### config.mk
export PLATFORM = sky130hd
export DESIGN_NAME = eoa_overhead_access
export DESIGN_NICKNAME = d
export VERILOG_FILES = /design/src/common/eoa_pkg.sv /design/src/rtl/eoa_overhead_access.sv /design/src/rtl/eoa_rx_capture.sv
export SDC_FILE = /design/constraint.sdc
export NUM_CORES = 1
export LEC_CHECK = 0
export ABC_AREA = 0
export BUFFER_PORTS_ARGS = -buffer_cell sky130_fd_sc_hd__buf_2
export CAP_MARGIN = 20
export CORE_AREA = 2 2 95 97
export CTS_CLUSTER_SIZE = 10
export DETAILED_ROUTE_END_ITERATION = 8
export DIE_AREA = 0 0 97 99
export GPL_ROUTABILITY_DRIVEN = 0
export PLACE_DENSITY_LB_ADDON = 0.1
export SETUP_SLACK_MARGIN = 0.15
export SLEW_MARGIN = 10
export SYNTH_ARGS = -nofsm -noshare
export SYNTH_HDL_FRONTEND = slang
export SYNTH_HIERARCHICAL = 1
export SYNTH_SLANG_ARGS = --single-unit
### constraint.sdc
create_clock -name pclk -period 2.5 [get_ports pclk]
set_clock_uncertainty 0.05 [all_clocks]
set_input_delay 0.375 -clock pclk [delete_from_list [all_inputs] [get_ports pclk]]
set_output_delay 0.375 -clock pclk [all_outputs]
set_load 0.005 [all_outputs]
### src/common/eoa_pkg.sv
// package of constants and state carriers for the e1 double-frame overhead access block
package eoa_pkg;

  // ==========================================================================
  // register byte offsets on the apb bus
  localparam logic [7:0] ADDR_RX_AF = 8'h00; // rx_align_frame_overhead, read only
  localparam logic [7:0] ADDR_RX_NAF = 8'h04; // rx_nonalign_frame_overhead, read only
  localparam logic [7:0] ADDR_TX_AF = 8'h08; // tx_align_frame_overhead
  localparam logic [7:0] ADDR_TX_NAF = 8'h0c; // tx_nonalign_frame_overhead
  localparam logic [7:0] ADDR_CTRL = 8'h10; // international bit source control
  localparam logic [7:0] ADDR_PF_AF = 8'h14; // tx_per_frame_intl_align
  localparam logic [7:0] ADDR_PF_NAF = 8'h18; // tx_per_frame_intl_nonalign
  localparam logic [7:0] ADDR_STATUS = 8'h1c; // status_register_four, write one to clear
  localparam logic [7:0] ADDR_MASK = 8'h20; // interrupt mask, same layout as status

  // ==========================================================================
  // field positions
  localparam int CTRL_SI_AF_BIT = 0; // intl_align_insert_enable
  localparam int CTRL_SI_NAF_BIT = 1; // intl_nonalign_insert_enable
  localparam int CTRL_SI_PASS_BIT = 2; // take si from the serial transmit data input
  localparam int ST_RX_AF_BIT = 0; // receive overhead registers refreshed
  localparam int ST_RX_OVR_BIT = 2; // refresh came while the previous one was still flagged
  localparam int ST_TX_AF_BIT = 3; // transmit overhead registers sampled
  localparam int OH_SI_BIT = 7; // international bit in both overhead bytes
  localparam int OH_NFAS_BIT = 6; // nonalignment bit in the non-align byte
  localparam int OH_RA_BIT = 5; // remote alarm in the non-align byte

  // ==========================================================================
  // reset values
  localparam logic [7:0] RST_TX_AF = 8'h1b; // alignment pattern 1,1,0,1,1,0,0 from bit 0
  localparam logic [7:0] RST_TX_NAF = 8'h40; // nonalignment bit one, rest zero
  localparam logic [7:0] RST_ZERO = 8'h00;
  localparam logic [2:0] RST_CTRL = 3'h0;
  localparam logic [3:0] RST_STATUS = 4'h0;
  localparam logic [3:0] STATUS_USED = 4'hd; // bits that exist in the status register

  // ==========================================================================
  // timing: host service window after a status flag
  localparam int HOST_WINDOW_US = 250;
  localparam int CLK_MHZ = 100;
  localparam int HOST_WINDOW_CYC = HOST_WINDOW_US * CLK_MHZ;

  // ==========================================================================
  // state carriers
  typedef struct packed {
    logic phase_naf; // next frame expected is a non-align frame
    logic pair_ok; // hold_af and hold_naf belong to one double-frame
    logic [7:0] hold_af; // align byte of the double-frame in progress
    logic [7:0] hold_naf; // non-align byte of the double-frame in progress
    logic [7:0] rx_align_frame_overhead; // published align byte
    logic [7:0] rx_nonalign_frame_overhead; // published non-align byte
    logic upd; // one-cycle refresh pulse
  } eoa_rx_state_t;

  typedef struct packed {
    logic [7:0] tx_align_frame_overhead; // tx_align_frame_overhead
    logic [7:0] tx_nonalign_frame_overhead; // tx_nonalign_frame_overhead
    logic [2:0] ctrl; // si source control
    logic [7:0] pf_af; // per-frame si, align frames
    logic [7:0] pf_naf; // per-frame si, non-align frames
    logic [3:0] status; // status_register_four
    logic [3:0] mask; // interrupt mask
    logic tx_phase_naf; // next tx frame is a non-align frame
    logic [2:0] dbl_idx; // double-frame index within the multiframe
    logic [7:0] sh_af; // sampled align byte in flight
    logic [7:0] sh_naf; // sampled non-align byte in flight
    logic [7:0] tx_byte; // time-slot-0 byte to the framer
    logic tx_valid; // one-cycle strobe with tx_byte
  } eoa_state_t;

endpackage : eoa_pkg

### src/rtl/eoa_overhead_access.sv
// e1 double-frame overhead access: apb registers, rx capture, tx overhead sourcing
//
// Decided for this implementation: the register offsets and the APB slave port.
`timescale 1ns/1ns

// Contract
// - receive registers hold raw received overhead bits
// - both receive registers update on align boundary
// - status bit 0 set on receive refresh
// - transmit registers sampled when status bit 3 sets
// - stale transmit registers are simply retransmitted
// - si from overhead, per-frame registers, or serial
// - receive align byte: pattern 0-6, si 7
// - receive non-align: sa8-4, alarm, nfas, si
// - transmit align byte: pattern 0-6, si 7
// - transmit non-align: sa8-4, alarm, nfas, si
// - align insert enable takes per-frame si bits
module eoa_overhead_access import eoa_pkg::*; #(
  parameter int ADDR_W = 8 // apb address width
) (
  // clock and reset
  input wire logic pclk,
  input wire logic presetn,
  // apb slave
  input wire logic psel,
  input wire logic penable,
  input wire logic pwrite,
  input wire logic [ADDR_W-1:0] paddr,
  input wire logic [31:0] pwdata,
  output logic [31:0] prdata,
  output logic pready,
  output logic pslverr,
  // framer receive stream
  input wire logic rx_frame_strobe,
  input wire logic rx_align_mark,
  input wire logic [7:0] rx_ts0_byte,
  // framer transmit stream
  input wire logic tx_frame_strobe,
  input wire logic tx_align_mark,
  input wire logic serial_transmit_data_input,
  output logic [7:0] tx_ts0_byte,
  output logic tx_ts0_valid,
  // interrupt
  output logic irq
);

  // ==========================================================================
  // elaboration checks
  if (ADDR_W < 6 || ADDR_W > 32) begin : g_bad_addr
    $error("ADDR_W must lie between 6 and 32");
  end

  // ==========================================================================
  // declarations
  eoa_state_t s_reg; // all block state except the receive capture, which lives in u_rx
  eoa_state_t s_next; // its next value
  logic [7:0] rx_raf; // published align byte from capture
  logic [7:0] rx_rx_nonalign_frame_overhead; // published non-align byte from capture
  logic rx_upd; // receive refresh pulse
  logic acc; // apb access phase
  logic wr; // apb write takes effect
  logic hit; // address is mapped
  logic [7:0] addr8; // low address byte
  logic tx_is_af; // current tx frame is an align frame
  logic [2:0] tx_idx; // double-frame index that this tx frame belongs to
  logic [3:0] st_set; // hardware events this cycle
  logic [7:0] af_src; // align byte source for this frame
  logic si_bit; // chosen international bit

  // ==========================================================================
  // address decode, used by both read and write paths
  function automatic logic addr_mapped(input logic [7:0] a);
    case (a)
      ADDR_RX_AF, ADDR_RX_NAF, ADDR_TX_AF, ADDR_TX_NAF, ADDR_CTRL,
      ADDR_PF_AF, ADDR_PF_NAF, ADDR_STATUS, ADDR_MASK: addr_mapped = 1'b1;
      default: addr_mapped = 1'b0;
    endcase
  endfunction : addr_mapped

  // si chosen per frame type; insertion from per-frame registers wins
  function automatic logic pick_si(input logic ins, input logic pass, input logic pf_bit,
                                   input logic ser, input logic oh_bit);
    if (ins) begin
      pick_si = pf_bit;
    end else if (pass) begin
      pick_si = ser;
    end else begin
      pick_si = oh_bit;
    end
  endfunction : pick_si

  // ==========================================================================
  // receive capture
  eoa_rx_capture u_rx (
    .pclk(pclk),
    .presetn(presetn),
    .frame_strobe(rx_frame_strobe),
    .align_mark(rx_align_mark),
    .ts0_byte(rx_ts0_byte),
    .rx_align_frame_overhead(rx_raf),
    .rx_nonalign_frame_overhead(rx_rx_nonalign_frame_overhead),
    .upd(rx_upd)
  );

  // ==========================================================================
  // apb handshake: zero wait states, errors on unmapped words
  assign addr8 = paddr[7:0];
  assign hit = addr_mapped(addr8) && (paddr[ADDR_W-1:0] >> 8) == '0;
  assign acc = psel & penable;
  assign wr = acc & pwrite & hit;
  assign pready = 1'b1; // every access completes in its first access cycle
  assign pslverr = acc & ~hit;

  // read mux straight from flops; narrow fields sit in the low bits
  always_comb begin
    prdata = 32'h0000_0000;
    if (acc && !pwrite) begin
      case (addr8)
        ADDR_RX_AF: prdata = {24'h00_0000, rx_raf};
        ADDR_RX_NAF: prdata = {24'h00_0000, rx_rx_nonalign_frame_overhead};
        ADDR_TX_AF: prdata = {24'h00_0000, s_reg.tx_align_frame_overhead};
        ADDR_TX_NAF: prdata = {24'h00_0000, s_reg.tx_nonalign_frame_overhead};
        ADDR_CTRL: prdata = {29'h0, s_reg.ctrl};
        ADDR_PF_AF: prdata = {24'h00_0000, s_reg.pf_af};
        ADDR_PF_NAF: prdata = {24'h00_0000, s_reg.pf_naf};
        ADDR_STATUS: prdata = {28'h000_0000, s_reg.status};
        ADDR_MASK: prdata = {28'h000_0000, s_reg.mask};
        default: prdata = 32'h0000_0000;
      endcase
    end
  end

  // ==========================================================================
  // transmit framing helpers
  // the framer mark re-anchors the alternation, otherwise frames toggle
  assign tx_is_af = tx_align_mark | ~s_reg.tx_phase_naf;
  // a marked frame is frame 0, so it must not use the index left over from before the mark
  assign tx_idx = tx_align_mark ? 3'd0 : s_reg.dbl_idx;
  // on an align frame the byte goes out from what is being sampled right now
  assign af_src = s_reg.tx_align_frame_overhead;
  assign si_bit = tx_is_af
    ? pick_si(s_reg.ctrl[CTRL_SI_AF_BIT], s_reg.ctrl[CTRL_SI_PASS_BIT],
              s_reg.pf_af[3'd7 - tx_idx], serial_transmit_data_input,
              af_src[OH_SI_BIT])
    : pick_si(s_reg.ctrl[CTRL_SI_NAF_BIT], s_reg.ctrl[CTRL_SI_PASS_BIT],
              s_reg.pf_naf[3'd7 - tx_idx], serial_transmit_data_input,
              s_reg.sh_naf[OH_SI_BIT]);

  // events that set status bits this cycle
  always_comb begin
    st_set = 4'h0;
    st_set[ST_RX_AF_BIT] = rx_upd;
    // refresh while the last one is still flagged: host missed its window
    st_set[ST_RX_OVR_BIT] = rx_upd & s_reg.status[ST_RX_AF_BIT];
    st_set[ST_TX_AF_BIT] = tx_frame_strobe & tx_is_af;
  end

  // ==========================================================================
  // next-state logic
  always_comb begin
    s_next = s_reg;
    s_next.tx_valid = 1'b0;

    // register writes from software
    if (wr) begin
      case (addr8)
        ADDR_TX_AF: s_next.tx_align_frame_overhead = pwdata[7:0];
        ADDR_TX_NAF: s_next.tx_nonalign_frame_overhead = pwdata[7:0];
        ADDR_CTRL: s_next.ctrl = pwdata[2:0];
        ADDR_PF_AF: s_next.pf_af = pwdata[7:0];
        ADDR_PF_NAF: s_next.pf_naf = pwdata[7:0];
        ADDR_MASK: s_next.mask = pwdata[3:0] & STATUS_USED;
        default: s_next.mask = s_reg.mask;
      endcase
    end

    // sticky status: write one clears, a same-cycle event wins
    s_next.status = s_reg.status;
    if (wr && addr8 == ADDR_STATUS) begin
      s_next.status = s_reg.status & ~pwdata[3:0];
    end
    s_next.status = (s_next.status | st_set) & STATUS_USED;

    // transmit overhead sourcing
    if (tx_frame_strobe) begin
      s_next.tx_phase_naf = tx_is_af;
      s_next.tx_valid = 1'b1;
      if (tx_is_af) begin
        // sample both registers together; unwritten ones go out again
        s_next.sh_af = s_reg.tx_align_frame_overhead;
        s_next.sh_naf = s_reg.tx_nonalign_frame_overhead;
        s_next.tx_byte = {si_bit, af_src[6:0]};
      end else begin
        s_next.tx_byte = {si_bit, s_reg.sh_naf[6:0]};
        // double-frame index steps after the non-align half
        s_next.dbl_idx = s_reg.dbl_idx + 3'd1;
      end
      // a mark restarts the multiframe count for per-frame si
      if (tx_align_mark) begin
        s_next.dbl_idx = 3'd0;
      end
    end
  end

  // ==========================================================================
  // state register; reset loads the default patterns, which software writes can replace at any time
  always_ff @(posedge pclk or negedge presetn) begin
    if (!presetn) begin
      s_reg.tx_align_frame_overhead <= RST_TX_AF;
      s_reg.tx_nonalign_frame_overhead <= RST_TX_NAF;
      s_reg.ctrl <= RST_CTRL;
      s_reg.pf_af <= RST_ZERO;
      s_reg.pf_naf <= RST_ZERO;
      s_reg.status <= RST_STATUS;
      s_reg.mask <= RST_STATUS;
      s_reg.tx_phase_naf <= 1'b0;
      s_reg.dbl_idx <= 3'd0;
      s_reg.sh_af <= RST_TX_AF;
      s_reg.sh_naf <= RST_TX_NAF;
      s_reg.tx_byte <= RST_ZERO;
      s_reg.tx_valid <= 1'b0;
    end else begin
      s_reg <= s_next;
    end
  end

  // ==========================================================================
  // outputs
  assign tx_ts0_byte = s_reg.tx_byte;
  assign tx_ts0_valid = s_reg.tx_valid;
  // level interrupt while any unmasked status bit is set
  assign irq = |(s_reg.status & s_reg.mask);

  // ==========================================================================
  // checks
  property p_rx_flag;
    @(posedge pclk) disable iff (!presetn)
      rx_upd |=> s_reg.status[ST_RX_AF_BIT];
  endproperty
  a_rx_flag: assert property (p_rx_flag) else $error("rx flag not set on refresh");

  property p_rx_hold;
    @(posedge pclk) disable iff (!presetn)
      !rx_upd |-> ($stable(rx_raf) && $stable(rx_rx_nonalign_frame_overhead));
  endproperty
  a_rx_hold: assert property (p_rx_hold) else $error("rx registers moved off boundary");

  property p_tx_sample;
    @(posedge pclk) disable iff (!presetn)
      (tx_frame_strobe && tx_is_af) |=>
        ({s_reg.sh_af, s_reg.sh_naf} == $past({s_reg.tx_align_frame_overhead, s_reg.tx_nonalign_frame_overhead}) && s_reg.status[ST_TX_AF_BIT]);
  endproperty
  a_tx_sample: assert property (p_tx_sample) else $error("tx not sampled with flag");

  property p_tx_retransmit;
    @(posedge pclk) disable iff (!presetn)
      !(tx_frame_strobe && tx_is_af) |=> $stable(s_reg.sh_naf);
  endproperty
  a_tx_retransmit: assert property (p_tx_retransmit) else $error("tx shadow changed");

  property p_si_align_insert;
    @(posedge pclk) disable iff (!presetn)
      (tx_frame_strobe && tx_is_af && s_reg.ctrl[CTRL_SI_AF_BIT]) |=>
        (tx_ts0_valid && tx_ts0_byte[OH_SI_BIT] == $past(s_reg.pf_af[3'd7 - tx_idx]));
  endproperty
  a_si_align_insert: assert property (p_si_align_insert) else $error("align si source");

  property p_si_pass;
    @(posedge pclk) disable iff (!presetn)
      (tx_frame_strobe && !tx_is_af && !s_reg.ctrl[CTRL_SI_NAF_BIT]
       && s_reg.ctrl[CTRL_SI_PASS_BIT]) |=>
        tx_ts0_byte[OH_SI_BIT] == $past(serial_transmit_data_input);
  endproperty
  a_si_pass: assert property (p_si_pass) else $error("si pass-through wrong");

  property p_tx_naf_byte;
    @(posedge pclk) disable iff (!presetn)
      (tx_frame_strobe && !tx_is_af) |=>
        (tx_ts0_byte[6:0] == $past(s_reg.sh_naf[6:0]) && !s_reg.tx_phase_naf);
  endproperty
  a_tx_naf_byte: assert property (p_tx_naf_byte) else $error("tx nonalign byte wrong");

  property p_tx_af_byte;
    @(posedge pclk) disable iff (!presetn)
      (tx_frame_strobe && tx_is_af) |=>
        (tx_ts0_byte[6:0] == $past(s_reg.tx_align_frame_overhead[6:0]) && s_reg.tx_phase_naf);
  endproperty
  a_tx_af_byte: assert property (p_tx_af_byte) else $error("tx align byte wrong");

  property p_w1c_set_wins;
    @(posedge pclk) disable iff (!presetn)
      (rx_upd && wr && addr8 == ADDR_STATUS && pwdata[ST_RX_AF_BIT]) |=>
        s_reg.status[ST_RX_AF_BIT];
  endproperty
  a_w1c_set_wins: assert property (p_w1c_set_wins) else $error("rx event lost in clear");

endmodule : eoa_overhead_access

### src/rtl/eoa_rx_capture.sv
// receive side double-frame capture of the time-slot-0 overhead bytes
`timescale 1ns/1ns
module eoa_rx_capture import eoa_pkg::*; (
  // clock and reset
  input wire logic pclk,
  input wire logic presetn,
  // framer receive stream
  input wire logic frame_strobe,
  input wire logic align_mark,
  input wire logic [7:0] ts0_byte,
  // published overhead
  output logic [7:0] rx_align_frame_overhead,
  output logic [7:0] rx_nonalign_frame_overhead,
  output logic upd
);

  eoa_rx_state_t s_reg; // all capture state
  eoa_rx_state_t s_next; // its next value
  logic is_af; // the current frame is an align frame

  // ==========================================================================
  // capture and publish
  // frames alternate; a mark from the framer re-anchors the alternation
  assign is_af = align_mark | ~s_reg.phase_naf;

  always_comb begin
    s_next = s_reg;
    s_next.upd = 1'b0;
    if (frame_strobe) begin
      s_next.phase_naf = is_af; // toggle to the other frame type
      if (is_af) begin
        // publish the whole pair only on an align boundary
        if (s_reg.pair_ok) begin
          s_next.rx_align_frame_overhead = s_reg.hold_af; // raw received bits, no insertion applied
          s_next.rx_nonalign_frame_overhead = s_reg.hold_naf;
          s_next.upd = 1'b1;
        end
        s_next.hold_af = ts0_byte;
        s_next.pair_ok = 1'b0;
      end else begin
        s_next.hold_naf = ts0_byte;
        s_next.pair_ok = 1'b1;
      end
    end
  end

  // state register
  always_ff @(posedge pclk or negedge presetn) begin
    if (!presetn) begin
      s_reg <= '0;
    end else begin
      s_reg <= s_next;
    end
  end

  assign rx_align_frame_overhead = s_reg.rx_align_frame_overhead;
  assign rx_nonalign_frame_overhead = s_reg.rx_nonalign_frame_overhead;
  assign upd = s_reg.upd;

  // ==========================================================================
  // checks
  property p_rx_pair_publish;
    @(posedge pclk) disable iff (!presetn)
      (frame_strobe && is_af && s_reg.pair_ok) |=>
        (upd && rx_align_frame_overhead == $past(s_reg.hold_af) && rx_nonalign_frame_overhead == $past(s_reg.hold_naf));
  endproperty
  a_rx_pair_publish: assert property (p_rx_pair_publish) else $error("rx pair not published");

  property p_rx_naf_capture;
    @(posedge pclk) disable iff (!presetn)
      (frame_strobe && !is_af) |=> (s_reg.hold_naf == $past(ts0_byte) && !upd);
  endproperty
  a_rx_naf_capture: assert property (p_rx_naf_capture) else $error("rx nonalign byte lost");

endmodule : eoa_rx_capture

==> reports/summary.md, run 1 <==
The floorplan die width came out at 97 µm. The portion of total power attributed to combinational logic is 0.151, and the detailed-route wire length is 10.0 mm. Clock tree synthesis selected as its root buffer the cell sky130_fd_sc_hd__clkbuf_8. Sum of routed wire segments on met1: 4.66 mm.

For the data required time at the worst endpoint, the log shows 2.08 ns. Share of synthesized flip-flops with an asynchronous set or reset: 1.00. The H-tree was split into 3 levels.

The logs give 3343 for the via count of the first global-routing pass and 7.36 mm for the total half-perimeter wirelength after legalization and detailed placement. The average instance in the mapped netlist occupies 12.0 µm². The simple-gate area share of the yosys netlist was 0.0938.

The number of antenna violations at the first check in global routing was 0; the die area was 0.00960 mm². Area share of xor/xnor cells in the synthesized design: 0. Routed signal wires occupy layers up through met4. Setup repair after global routing left no endpoint under its margin. The path class of the tightest hold or removal check is primary input to register. The area growth from synthesis to layout was 6.09%; the mapped cell area was 0.00506 mm².

Entering global routing, the biggest net connects 44 pins. VDD sags by at most 0.320 mV. The share of post-route cells with drive strength above 1 works out to 0.369. The final hold slack is 0.207 ns, and the final hold violation count is 0.

The global-route wire length before repair was 17.4 mm. The clock slew at the register clock pins of the worst setup and hold paths came out at 0.10 ns. The sort of element at the start of the critical path is a primary input. The tree built by TritonCTS fans out to 97 sinks. For the filler cell count in the final layout, the log shows 694. Number of flip-flops and latches in the synthesized netlist: 97. The floorplan has 34 rows. After clock tree synthesis, the setup repair step added 0 buffers. The power share of the sequential group was 0.565; the number of flops mapped to enable cells by yosys was 0. Leaving out fill and tap cells, the most frequent cell in the layout is sky130_fd_sc_hd__dfrtp_1. The met3 routed wirelength is 531 µm, and the critical path data arrival time is 1.80 ns. Global routing finished with a remaining overflow of 0.

Across the run, the number of max-cap violations was 0. The run gives 4 as the number of search-and-repair iterations in the first detailed-routing pass. Filler-free cell count of the finished design: 566. The count of vias placed by the detailed router came out at 3222. The largest family of logic cells by synthesized area was multiplexers.

Length of routed met2 wiring: 4.71 mm. Actual transition at the worst max-transition pin: 0.590 ns. The worst setup path is captured at an output pin.

The post-route setup TNS was 0 ns; the number of buffers on the longest clock path was 2. The number of instances in the synthesized netlist is 422, and the clock latency on the worst-skew pair is 0.36 ns. Commonest register cell after synthesis: sky130_fd_sc_hd__dfrtp_1. For this run, the number of Yosys warnings is 6. The share of cell area taken by muxes after synthesis is 0.236, and the combined flip-flop and latch cell area is 0.00243 mm². The tools report the violation count after the first detailed-route iteration as 131. Height of the die: 99 µm. For the headroom to the max-slew limit, the log shows 0.607. The net switching fraction of the power came out at 0.279.

During placement, the flow inserted port buffers numbering 52. The count of cell types in the netlist came out at 61. The tools report the sequential cell area fraction in the yosys report as 0.481. The flow ran to the end, and the final reports show no timing, DRC or antenna violations. The logs give 0.284 for the clock share of power and 0 for the final number of max-transition violations. In this run the power density over the cells is 630 mW/mm². During I/O placement, the number of pins put on the boundary was 102. At the end of the flow, the number of nets in the layout was 512. The number of antenna cells inserted came out at 0. In the layout the commonest cells are sky130_fd_sc_hd__dfrtp_1, sky130_fd_sc_hd__mux2_2, sky130_fd_sc_hd__buf_2, sky130_fd_sc_hd__conb_1, sky130_fd_sc_hd__mux2i_1. After detailed routing, the number of vias per cell comes to 5.69.

After detailed placement, the design holds a cell count of 549. The multi-input combinational cells in the finished layout cover a total of 0.00221 mm². Number of buffers created by CTS: 9. The clock period minus worst slack came out at 2.22 ns. The flip-flop count of the largest register, all copies and words added works out to 45. Area of the placeable core: 0.00855 mm². In the final routed layout, each cell accounts on average for 17.7 µm.

Highest net fanout along the worst path: 5. After detailed routing, the number of remaining DRC violations is 0. The initial core utilization is 0.591. Once detail routing completed, the nets flagged for antenna violations numbered 0. Timing would allow up to 450 MHz. The share of the cycle needed by the critical path after routing is 0.888. The area fraction in compound gates after synthesis was 0.0851; the final setup violation count was 0.

For this design the total switching power over the nets is 942 µW. By startpoint and endpoint, the worst setup path is classified as primary input to output pin. The post-synthesis adder-cell area fraction is 0.00247.

TritonCTS built the clock tree. The global router's overall resource usage came out at 0.229. The tools report the internal power component as 2440 µW. The run gives 0.00251 µW as the leakage power summed over all cells.
-- logic make-up (layout without fill, tap and decap cells) --
logic type      after synthesis  after routing
mux                         105            105
flops                        97             97
buf+inv                      78             91
simple gates                 77             77
compound gates               62             62
other cells                   2             25
fa+ha+maj                     1              1
-- power by group through the flow --
stage | logic, µW | clock network [µW] | registers, µW
after floorplan | 575 | 0 | 1890
after global placement | 494 | 0 | 1930
after detailed placement | 512 | 0 | 1940
after CTS | 517 | 986 | 1910
after global routing | 579 | 1050 | 1940
final | 511 | 959 | 1910
-- metrics by stage --
| step | instance area [µm²] | power (µW) | util | setup slack [ns] |
|---|---|---|---|---|
| 2_1_floorplan | 5140 | 2460 | - | 0.552 |
| 3_3_place_gp | 5160 | 2420 | 0.603 | 0.212 |
| 3_5_place_dp | 5160 | 2450 | 0.603 | 0.183 |
| 4_1_cts | 5350 | 3410 | 0.626 | 0.180 |
| 5_1_grt | 5370 | 3570 | 0.627 | 0.181 |
| 6_report | 5370 | 3380 | 0.627 | 0.280 |
-- cell usage after synthesis (2+ instances only) --
master,instances,share of area
sky130_fd_sc_hd__dfrtp_1,91,0.45
sky130_fd_sc_hd__mux2_2,70,0.16
sky130_fd_sc_hd__buf_4,49,0.073
sky130_fd_sc_hd__mux2i_1,20,0.040
sky130_fd_sc_hd__a21oi_1,16,0.016
sky130_fd_sc_hd__nor2_1,16,0.012
sky130_fd_sc_hd__buf_2,12,0.012
sky130_fd_sc_hd__mux2_1,12,0.027
sky130_fd_sc_hd__inv_1,11,0.0082
sky130_fd_sc_hd__nand2_1,10,0.0074
sky130_fd_sc_hd__nor2b_1,7,0.0087
sky130_fd_sc_hd__o21ai_0,7,0.0069
sky130_fd_sc_hd__a22oi_1,6,0.0089
sky130_fd_sc_hd__dfstp_2,6,0.031
sky130_fd_sc_hd__nand3_1,6,0.0059
sky130_fd_sc_hd__a2bb2oi_1,4,0.0069
sky130_fd_sc_hd__and2_1,4,0.0049
sky130_fd_sc_hd__and3_1,4,0.0049
sky130_fd_sc_hd__nand2b_1,4,0.0049
sky130_fd_sc_hd__nor3_1,4,0.0040
sky130_fd_sc_hd__clkbuf_1,3,0.0022
sky130_fd_sc_hd__mux4_2,3,0.013
sky130_fd_sc_hd__nand4_1,3,0.0037
sky130_fd_sc_hd__nor3b_1,3,0.0045
sky130_fd_sc_hd__o21a_1,3,0.0045
sky130_fd_sc_hd__o22ai_1,3,0.0037
sky130_fd_sc_hd__o2bb2ai_1,3,0.0052
sky130_fd_sc_hd__a221oi_1,2,0.0035
sky130_fd_sc_hd__a31oi_1,2,0.0025
sky130_fd_sc_hd__a32o_1,2,0.0040
sky130_fd_sc_hd__and4_1,2,0.0035
sky130_fd_sc_hd__buf_6,2,0.0045
sky130_fd_sc_hd__conb_1,2,0.0015
sky130_fd_sc_hd__o21bai_1,2,0.0030
sky130_fd_sc_hd__o32ai_1,2,0.0035
-- cell type report --
class / instances / share of cell area
flip-flops and latches: 97 / 0.454
multi-input cells: 270 / 0.413
repair buffers: 64 / 0.0667
clock buffers: 11 / 0.0264
well taps: 108 / 0.0252
inverters: 11 / 0.00770
clock inverters: 5 / 0.00746
-- path summary, 6_finish.rpt --
kind	startpoint	end	slack, ns	depth (start not counted)
max	paddr[1]	prdata[5]	0.28	7
min	rx_ts0_byte[0]	u_rx/s_reg[25]$_DFFE_PN0P_	0.21	2
max reg2reg	s_reg[27]$_DFFE_PN0P_	tx_ts0_byte[7]$_DFFE_PN0P_	0.64	4
min reg2reg	u_rx/s_reg[28]$_DFFE_PN0P_	u_rx/rx_align_frame_overhead[3]$_DFFE_PN0P_	0.43	1
max in group asynchronous	presetn	af_src[0]$_DFFE_PN1P_	1.12	3
min in group asynchronous	presetn	s_reg[27]$_DFFE_PN0P_	0.48	2
-- worst max-delay path, cell delays in order --
cell and delay [ns]:
sky130_fd_sc_hd__buf_2 0.11, sky130_fd_sc_hd__or4_1 0.58, sky130_fd_sc_hd__nor3_2 0.15, sky130_fd_sc_hd__buf_4 0.16
sky130_fd_sc_hd__o21ai_0 0.08, sky130_fd_sc_hd__a21oi_1 0.18, sky130_fd_sc_hd__buf_2 0.15
-- metal layers --
metal  global-route usage  up-vias
met3               0.0362       11
met4               0.0845        0
met1                0.330     1600
met2                0.355      105
met5                    0        -
li1                     -     1506
-- timing repair --
action,CTS,global route
resized for setup,0,4
endpoints found under the hold margin,39,0
hold buffers,1,0
setup endpoints to repair,0,8
Note: power is estimated with default switching activity, not from simulation.
==> inputs of run 2 (changes only) <==
- CELL_PAD_IN_SITES_DETAIL_PLACEMENT: unset -> 1
- CELL_PAD_IN_SITES_GLOBAL_PLACEMENT: unset -> 1
- CORE_AREA: 2 2 95 97 -> 2 2 107 109
- DIE_AREA: 0 0 97 99 -> 0 0 109 111
==> run 2 against run 1 <==
Compared with the run above:
- sequential share of layout area decreased by 1.2 points
- final area increased by 2.6%
- die area increased by 26%
- clock-buffer cell count increased by 3
- critical path depth decreased by 1
- sequential cell count unchanged
- combinational power increased by 2%
- worst hold slack improved by 0.015 ns
- via count increased by 1.2%
- core utilization decreased by 13 points
- critical path type unchanged
- highest routed layer unchanged
==> reports/summary.md, run 2 (synthesis results as in run 1) <==
For the maximum operating frequency, the log shows 441 MHz. The actual transition at the worst max-transition pin is 0.599 ns. The number of port buffers was 52. The wire length per cell came out at 19.2 µm. Clock root buffer master: sky130_fd_sc_hd__clkbuf_16. Overall power consumption after layout is estimated at 3740 µW. The headroom to the max-slew limit came out at 0.601. In this run the worst hold path is classified as primary input to register. STA classifies the critical path startpoint as a primary input.

The wire-length estimate of the detail-placed layout is 8.50 mm. Wires add up to 11.5 mm. The share of post-route cells with drive strength above 1 works out to 0.360. The total overflow left after global routing is 0. The clock slew at the register clock pins of the worst setup and hold paths came out at 0.06 ns. Entering global routing, the biggest net connects 54 pins. After layout, the minimum clock period comes to 2.27 ns. Dividing total power by cell area gives a power density of 680 mW/mm². The worst supply voltage drop on vdd came out at 0.318 mV. The tools report the final hold slack as 0.222 ns.

The floorplan has 39 rows. For the worst setup path, the data required time is 2.08 ns. For the final number of max-transition violations, the log shows 0. The first detailed-routing pass ran for 4 iterations. 0 antenna diodes ended up in the layout. The most common cell after layout, fill and taps aside was sky130_fd_sc_hd__dfrtp_1. The DRC violation count after routing came out at 0.

The tools report the number of primary I/O pins as 102. The run finished with clean final reports. The per-cell via count in the routed design is 5.43, and the violation count after the first detailed-route iteration is 127.

TritonCTS built the clock tree. In this run the remaining antenna-violating nets after routing total 0. The final hold violation count was 0; the highest net fanout along the worst path was 8.

Setup violations remaining at the end of the flow were counted as 0. The leakage power summed over all cells is 0.00257 µW. The run gives 0 as the number of setup buffers added after CTS. The logs give 3414 for the via count of the first global-routing pass and 3 for the CTS H-tree depth.

Counting every sink on the clock net gives 97. Post-route setup TNS: 0 ns. Critical path class: primary input to output pin. The logs give 0.457 for the initial core utilization and 512 for the post-layout net count. Setup repair after global routing could not meet its margin everywhere. No sink is reached through more buffers than the 2 on the longest clock path. The region available for standard cell placement spans 0.0111 mm². The die is 111 µm tall.

Global router's overall resource usage: 0.203. Leaving out fill and tap cells, the most frequent cells in the layout are sky130_fd_sc_hd__dfrtp_1, sky130_fd_sc_hd__mux2_2, sky130_fd_sc_hd__buf_2, sky130_fd_sc_hd__conb_1, sky130_fd_sc_hd__mux2i_1. Leaving out filler cells and counting taps, the final layout contains 601.

The flip-flop count of the largest register, all copies and words added works out to 45. STA classifies the critical path endpoint as an output pin. Critical path data arrival time: 1.84 ns.

The floorplan step defined a die boundary enclosing 0.0121 mm². The tools report the clock latency on the worst-skew pair as 0.34 ns. The number of antenna violations at the first check in global routing is 0, and the max-capacitance violation count is 0. The number of buffers created by CTS is 9, and the floorplan die width is 109 µm. Across all layers, the routed design uses 3261 vias. The number of placed instances, taps included, is 584. The first global-routing pass estimated 18.8 mm of wire. The share of the cycle needed by the critical path after routing is 0.907, and the area growth from synthesis to layout is 8.86%.
==> run 2: cell types whose count changed in the layout (fill, tap and decap cells not counted), sizes merged <==
| cell | previous run | this run |
|---|---|---|
| clkinvlp | 3 | 0 |
| buf | 62 | 63 |
| clkbuf | 12 | 14 |
==> run 2: where the power goes <==
part,switching (µW),total (µW),internal (µW)
Clock,574,1310,733
Combinational,254,523,269
Sequential,136,1910,1780
Total,964,3740,2780
==> run 2: area by class of cell <==
| type | count | area (µm²) |
|---|---|---|
| clock buffer | 14 | 264 |
| inverter | 11 | 41.3 |
| clock inverter | 2 | 13.8 |
| fill | 1188 | 5570 |
| timing repair buffer | 64 | 368 |
| sequential | 97 | 2430 |
| tap | 143 | 179 |
| multi-input combinational | 270 | 2200 |
==> run 2: per-layer routing <==
metal  wire length [µm]  GRT usage  vias to the layer above
met4                195     0.0735                        0
met2               5670      0.327                       71
met1               5300      0.280                     1671
met3                351     0.0265                       12
li1                   -          -                     1507
met5                  0          0                        -
==> run 2: final timing paths <==
check | start | to | slack [ns] | cells past startpoint
worst max-delay path | paddr[1] | prdata[0] | 0.23 | 6
worst min-delay path | rx_ts0_byte[4] | u_rx/s_reg[21]$_DFFE_PN0P_ | 0.22 | 2
worst max register to register | s_reg[27]$_DFFE_PN0P_ | tx_ts0_byte[7]$_DFFE_PN0P_ | 0.64 | 4
worst min register to register | u_rx/upd$_DFF_PN0_ | s_reg[33]$_DFF_PN0_ | 0.40 | 1
max in group asynchronous | presetn | af_src[3]$_DFFE_PN1P_ | 1.14 | 3
min in group asynchronous | presetn | tx_ts0_byte[2]$_DFFE_PN0P_ | 0.54 | 2
==> run 2: worst max-delay path: stages <==
cell and delay [ns]:
sky130_fd_sc_hd__buf_2 0.12, sky130_fd_sc_hd__or4_1 0.56, sky130_fd_sc_hd__nor3_1 0.23, sky130_fd_sc_hd__nand2_2 0.17, sky130_fd_sc_hd__a21oi_1 0.23, sky130_fd_sc_hd__buf_2 0.15
==> run 2: timing repair <==
item	in CTS	in global routing
resized for setup	0	1
hold endpoints to repair	2	0
setup endpoints to repair	0	8
hold buffers	1	0
==> run 2: stage by stage <==
| stage | setup slack (ns) | area [µm²] | utilization |
|---|---|---|---|
| 2_1_floorplan | 0.552 | 5140 | - |
| 3_3_place_gp | 0.218 | 5220 | 0.471 |
| 3_5_place_dp | 0.193 | 5220 | 0.471 |
| 4_1_cts | 0.163 | 5500 | 0.497 |
| 5_1_grt | 0.143 | 5510 | 0.497 |
| 6_report | 0.233 | 5510 | 0.497 |
==> inputs of run 3 (changes only) <==
==> constraint.sdc (replaced) <==
create_clock -name pclk -period 2.5 [get_ports pclk]
set_clock_uncertainty 0.05 [all_clocks]
set_input_delay 0 -clock pclk [delete_from_list [all_inputs] [get_ports pclk]]
set_output_delay 0 -clock pclk [all_outputs]
set_load 0.005 [all_outputs]
==> run 3 against run 2 <==
Compared with the run above:
- critical path depth down 2
- core utilization up 1.3 points
- final area up 2.7%
==> reports/summary.md, run 3 (synthesis results as in run 1) <==
The worst path in the final design needs a cycle of 1.87 ns, including I/O delays and setup. For the via count of the first global-routing pass, the log shows 3426. Most common cell after layout, fill and taps aside: sky130_fd_sc_hd__dfrtp_1. Adding up every negative setup slack in the final design gives 0 ns. For the final setup violation count, the log shows 0. The tools report the remaining antenna violation count after routing as 0. The worst setup path is of the register to register kind. Slowest library cell on the worst path: sky130_fd_sc_hd__dfrtp_1.

Dividing total power by cell area gives a power density of 664 mW/mm². For the number of search-and-repair iterations in the first detailed-routing pass, the log shows 4. Setup repair after global routing left no endpoint under its margin.

The net count of the finished layout is 525. The depth of the most critical reg-to-reg path came out at 4. Counting tap cells, the placed design contains a total of 578 instances. The number of setup buffers added after CTS is 0, and the setup slack at placement is 0.611 ns. Total global routing overflow: 0. The area of the placeable core is 0.0111 mm², and the share of the cycle needed by the critical path after routing is 0.747. The tools report the largest net degree at the start of global routing as 56. The run gives 8.20 mm as the total half-perimeter wirelength after legalization and detailed placement.

During I/O placement, the number of pins put on the boundary was 102. The data required time at the worst endpoint was 2.67 ns. The final hold violation count is 0, and the headroom to the max-slew limit is 0.514.

For the pin with the worst max-slew slack, the measured transition is 0.729 ns. In this run the tool buffered the top-level ports with 52 buffer cells. The highest net fanout along the worst path works out to 12. CTS placed an instance of sky130_fd_sc_hd__clkbuf_16 at the clock tree root.

The number of antenna violations at the first check in global routing was 0; the clock latency on the worst-skew pair was 0.35 ns. For the cell row count, the log shows 39. The first routing iteration left 149 violations.

Detailed routing inserted a total of 3312 vias. In the final routed layout, each cell accounts on average for 18.5 µm. On the worst path, the slowest cell contributes a delay of 0.64 ns.

The first global-routing pass estimated 18.5 mm of wire. Traced cell by cell, the critical path runs through mux2_2, a32o_1, a2111oi_0, o2bb2ai_1. The worst hold path belongs to the class primary input to register.

The leakage power summed over all cells is 0.00262 µW. Max-cap violations in this run came to 0. The hold-critical path depth was 4. The logs give 2 for the number of buffers on the longest clock path and 9 for the number of buffers created by CTS. The top cell types in the final layout, fill and taps aside, are sky130_fd_sc_hd__dfrtp_1, sky130_fd_sc_hd__mux2_2, sky130_fd_sc_hd__buf_2, sky130_fd_sc_hd__conb_1. The floorplan step defined a die boundary enclosing 0.0121 mm².

The detailed-route wire length is 11.4 mm. The maximum operating frequency was 535 MHz; the filler-free cell count of the finished design was 614. Clock-pin slew was measured on the worst setup and hold paths at 0.07 ns. The share of post-route cells with drive strength above 1 was 0.340; the global router's overall resource usage was 0.200. The initial core utilization is 0.457, and the height of the die is 111 µm. The number of antenna cells inserted was 0.

TritonCTS built the clock tree. Using the TritonRoute via totals, the vias-per-cell ratio works out to 5.39. Core occupancy in the finished layout: 0.510.

STA classifies the critical path startpoint as a register. The final number of max-transition violations was 0; the sum of internal, switching and leakage power was 3750 µW. The run finished with clean final reports. Setup slack closes at 0.632 ns. The critical path data arrival time was 2.04 ns; the flip-flop count of the largest register, all copies and words added was 45.

IR analysis of the VDD net gives a maximum drop of 0.363 mV. From synthesis to final layout, the design area changed by 11.8%. The DRC violation count after routing is 0. The worst setup path is captured at a register.

Clock tree synthesis found a total of 97 sinks. The H-tree was split into 3 levels. The floorplan die width was 109 µm.
## run 3: changes by cell type in the layout (fill, tap and decap cells not counted), sizes merged
| cell | delta |
|---|---|
| clkbuf | -3 |
| buf | -6 |
| clkinvlp | +1 |
| dlygate4sd3 | +19 |
| clkinv | +2 |
## run 3: layer usage
| layer | track usage | vias to the layer above | wire length [µm] |
|---|---|---|---|
| met2 | 0.320 | 64 | 5510 |
| met3 | 0.0376 | 8 | 354 |
| li1 | - | 1538 | - |
| met4 | 0.0538 | 0 | 121 |
| met5 | 0 | - | 0 |
| met1 | 0.277 | 1702 | 5390 |
## run 3: cell type report
class / count / area [µm²]
fillers: 1172 / 5430
flip-flops and latches: 97 / 2430
multi-input cells: 270 / 2200
repair buffers: 77 / 513
clock buffers: 11 / 243
well taps: 143 / 179
inverters: 11 / 41.3
clock inverters: 5 / 38.8
## run 3: metrics by stage
stage | hold slack, ns | area [µm²]
final | 0.0469 | 5650
after floorplan | -0.346 | 5140
after detailed placement | 0.0509 | 5170
after global routing | 0.0760 | 5650
after CTS | 0.0248 | 5650
after global placement | 0.0458 | 5170
## run 3: report_power, final
group          switching, µW  total, µW  internal [µW]
logic                    252        536            284
registers                135       1910           1780
clock network            598       1310            707
total                    985       3750           2770
## run 3: path summary, 6_finish.rpt
check	slack, ns	to	startpoint
max	0.63	tx_ts0_byte[7]$_DFFE_PN0P_	s_reg[27]$_DFFE_PN0P_
min	0.05	tx_ts0_byte[7]$_DFFE_PN0P_	serial_transmit_data_input
max reg2reg	0.63	tx_ts0_byte[7]$_DFFE_PN0P_	s_reg[27]$_DFFE_PN0P_
min reg2reg	0.43	s_reg[33]$_DFF_PN0_	u_rx/upd$_DFF_PN0_
max in group asynchronous	1.48	s_reg[62]$_DFFE_PN1P_	presetn
min in group asynchronous	0.20	tx_ts0_byte[3]$_DFFE_PN0P_	presetn
## run 3: worst max-delay path: cells and delay by family, from the launching register on
kind | cells | cell delay (ns)
flops | 1 | 0.64
mux | 1 | 0.39
compound gates | 3 | 0.66
## run 3: what timing repair did
item                      4_1_cts  5_1_grt
hold endpoints to repair      113        0
hold buffers                   20        0
resized for setup               0        0
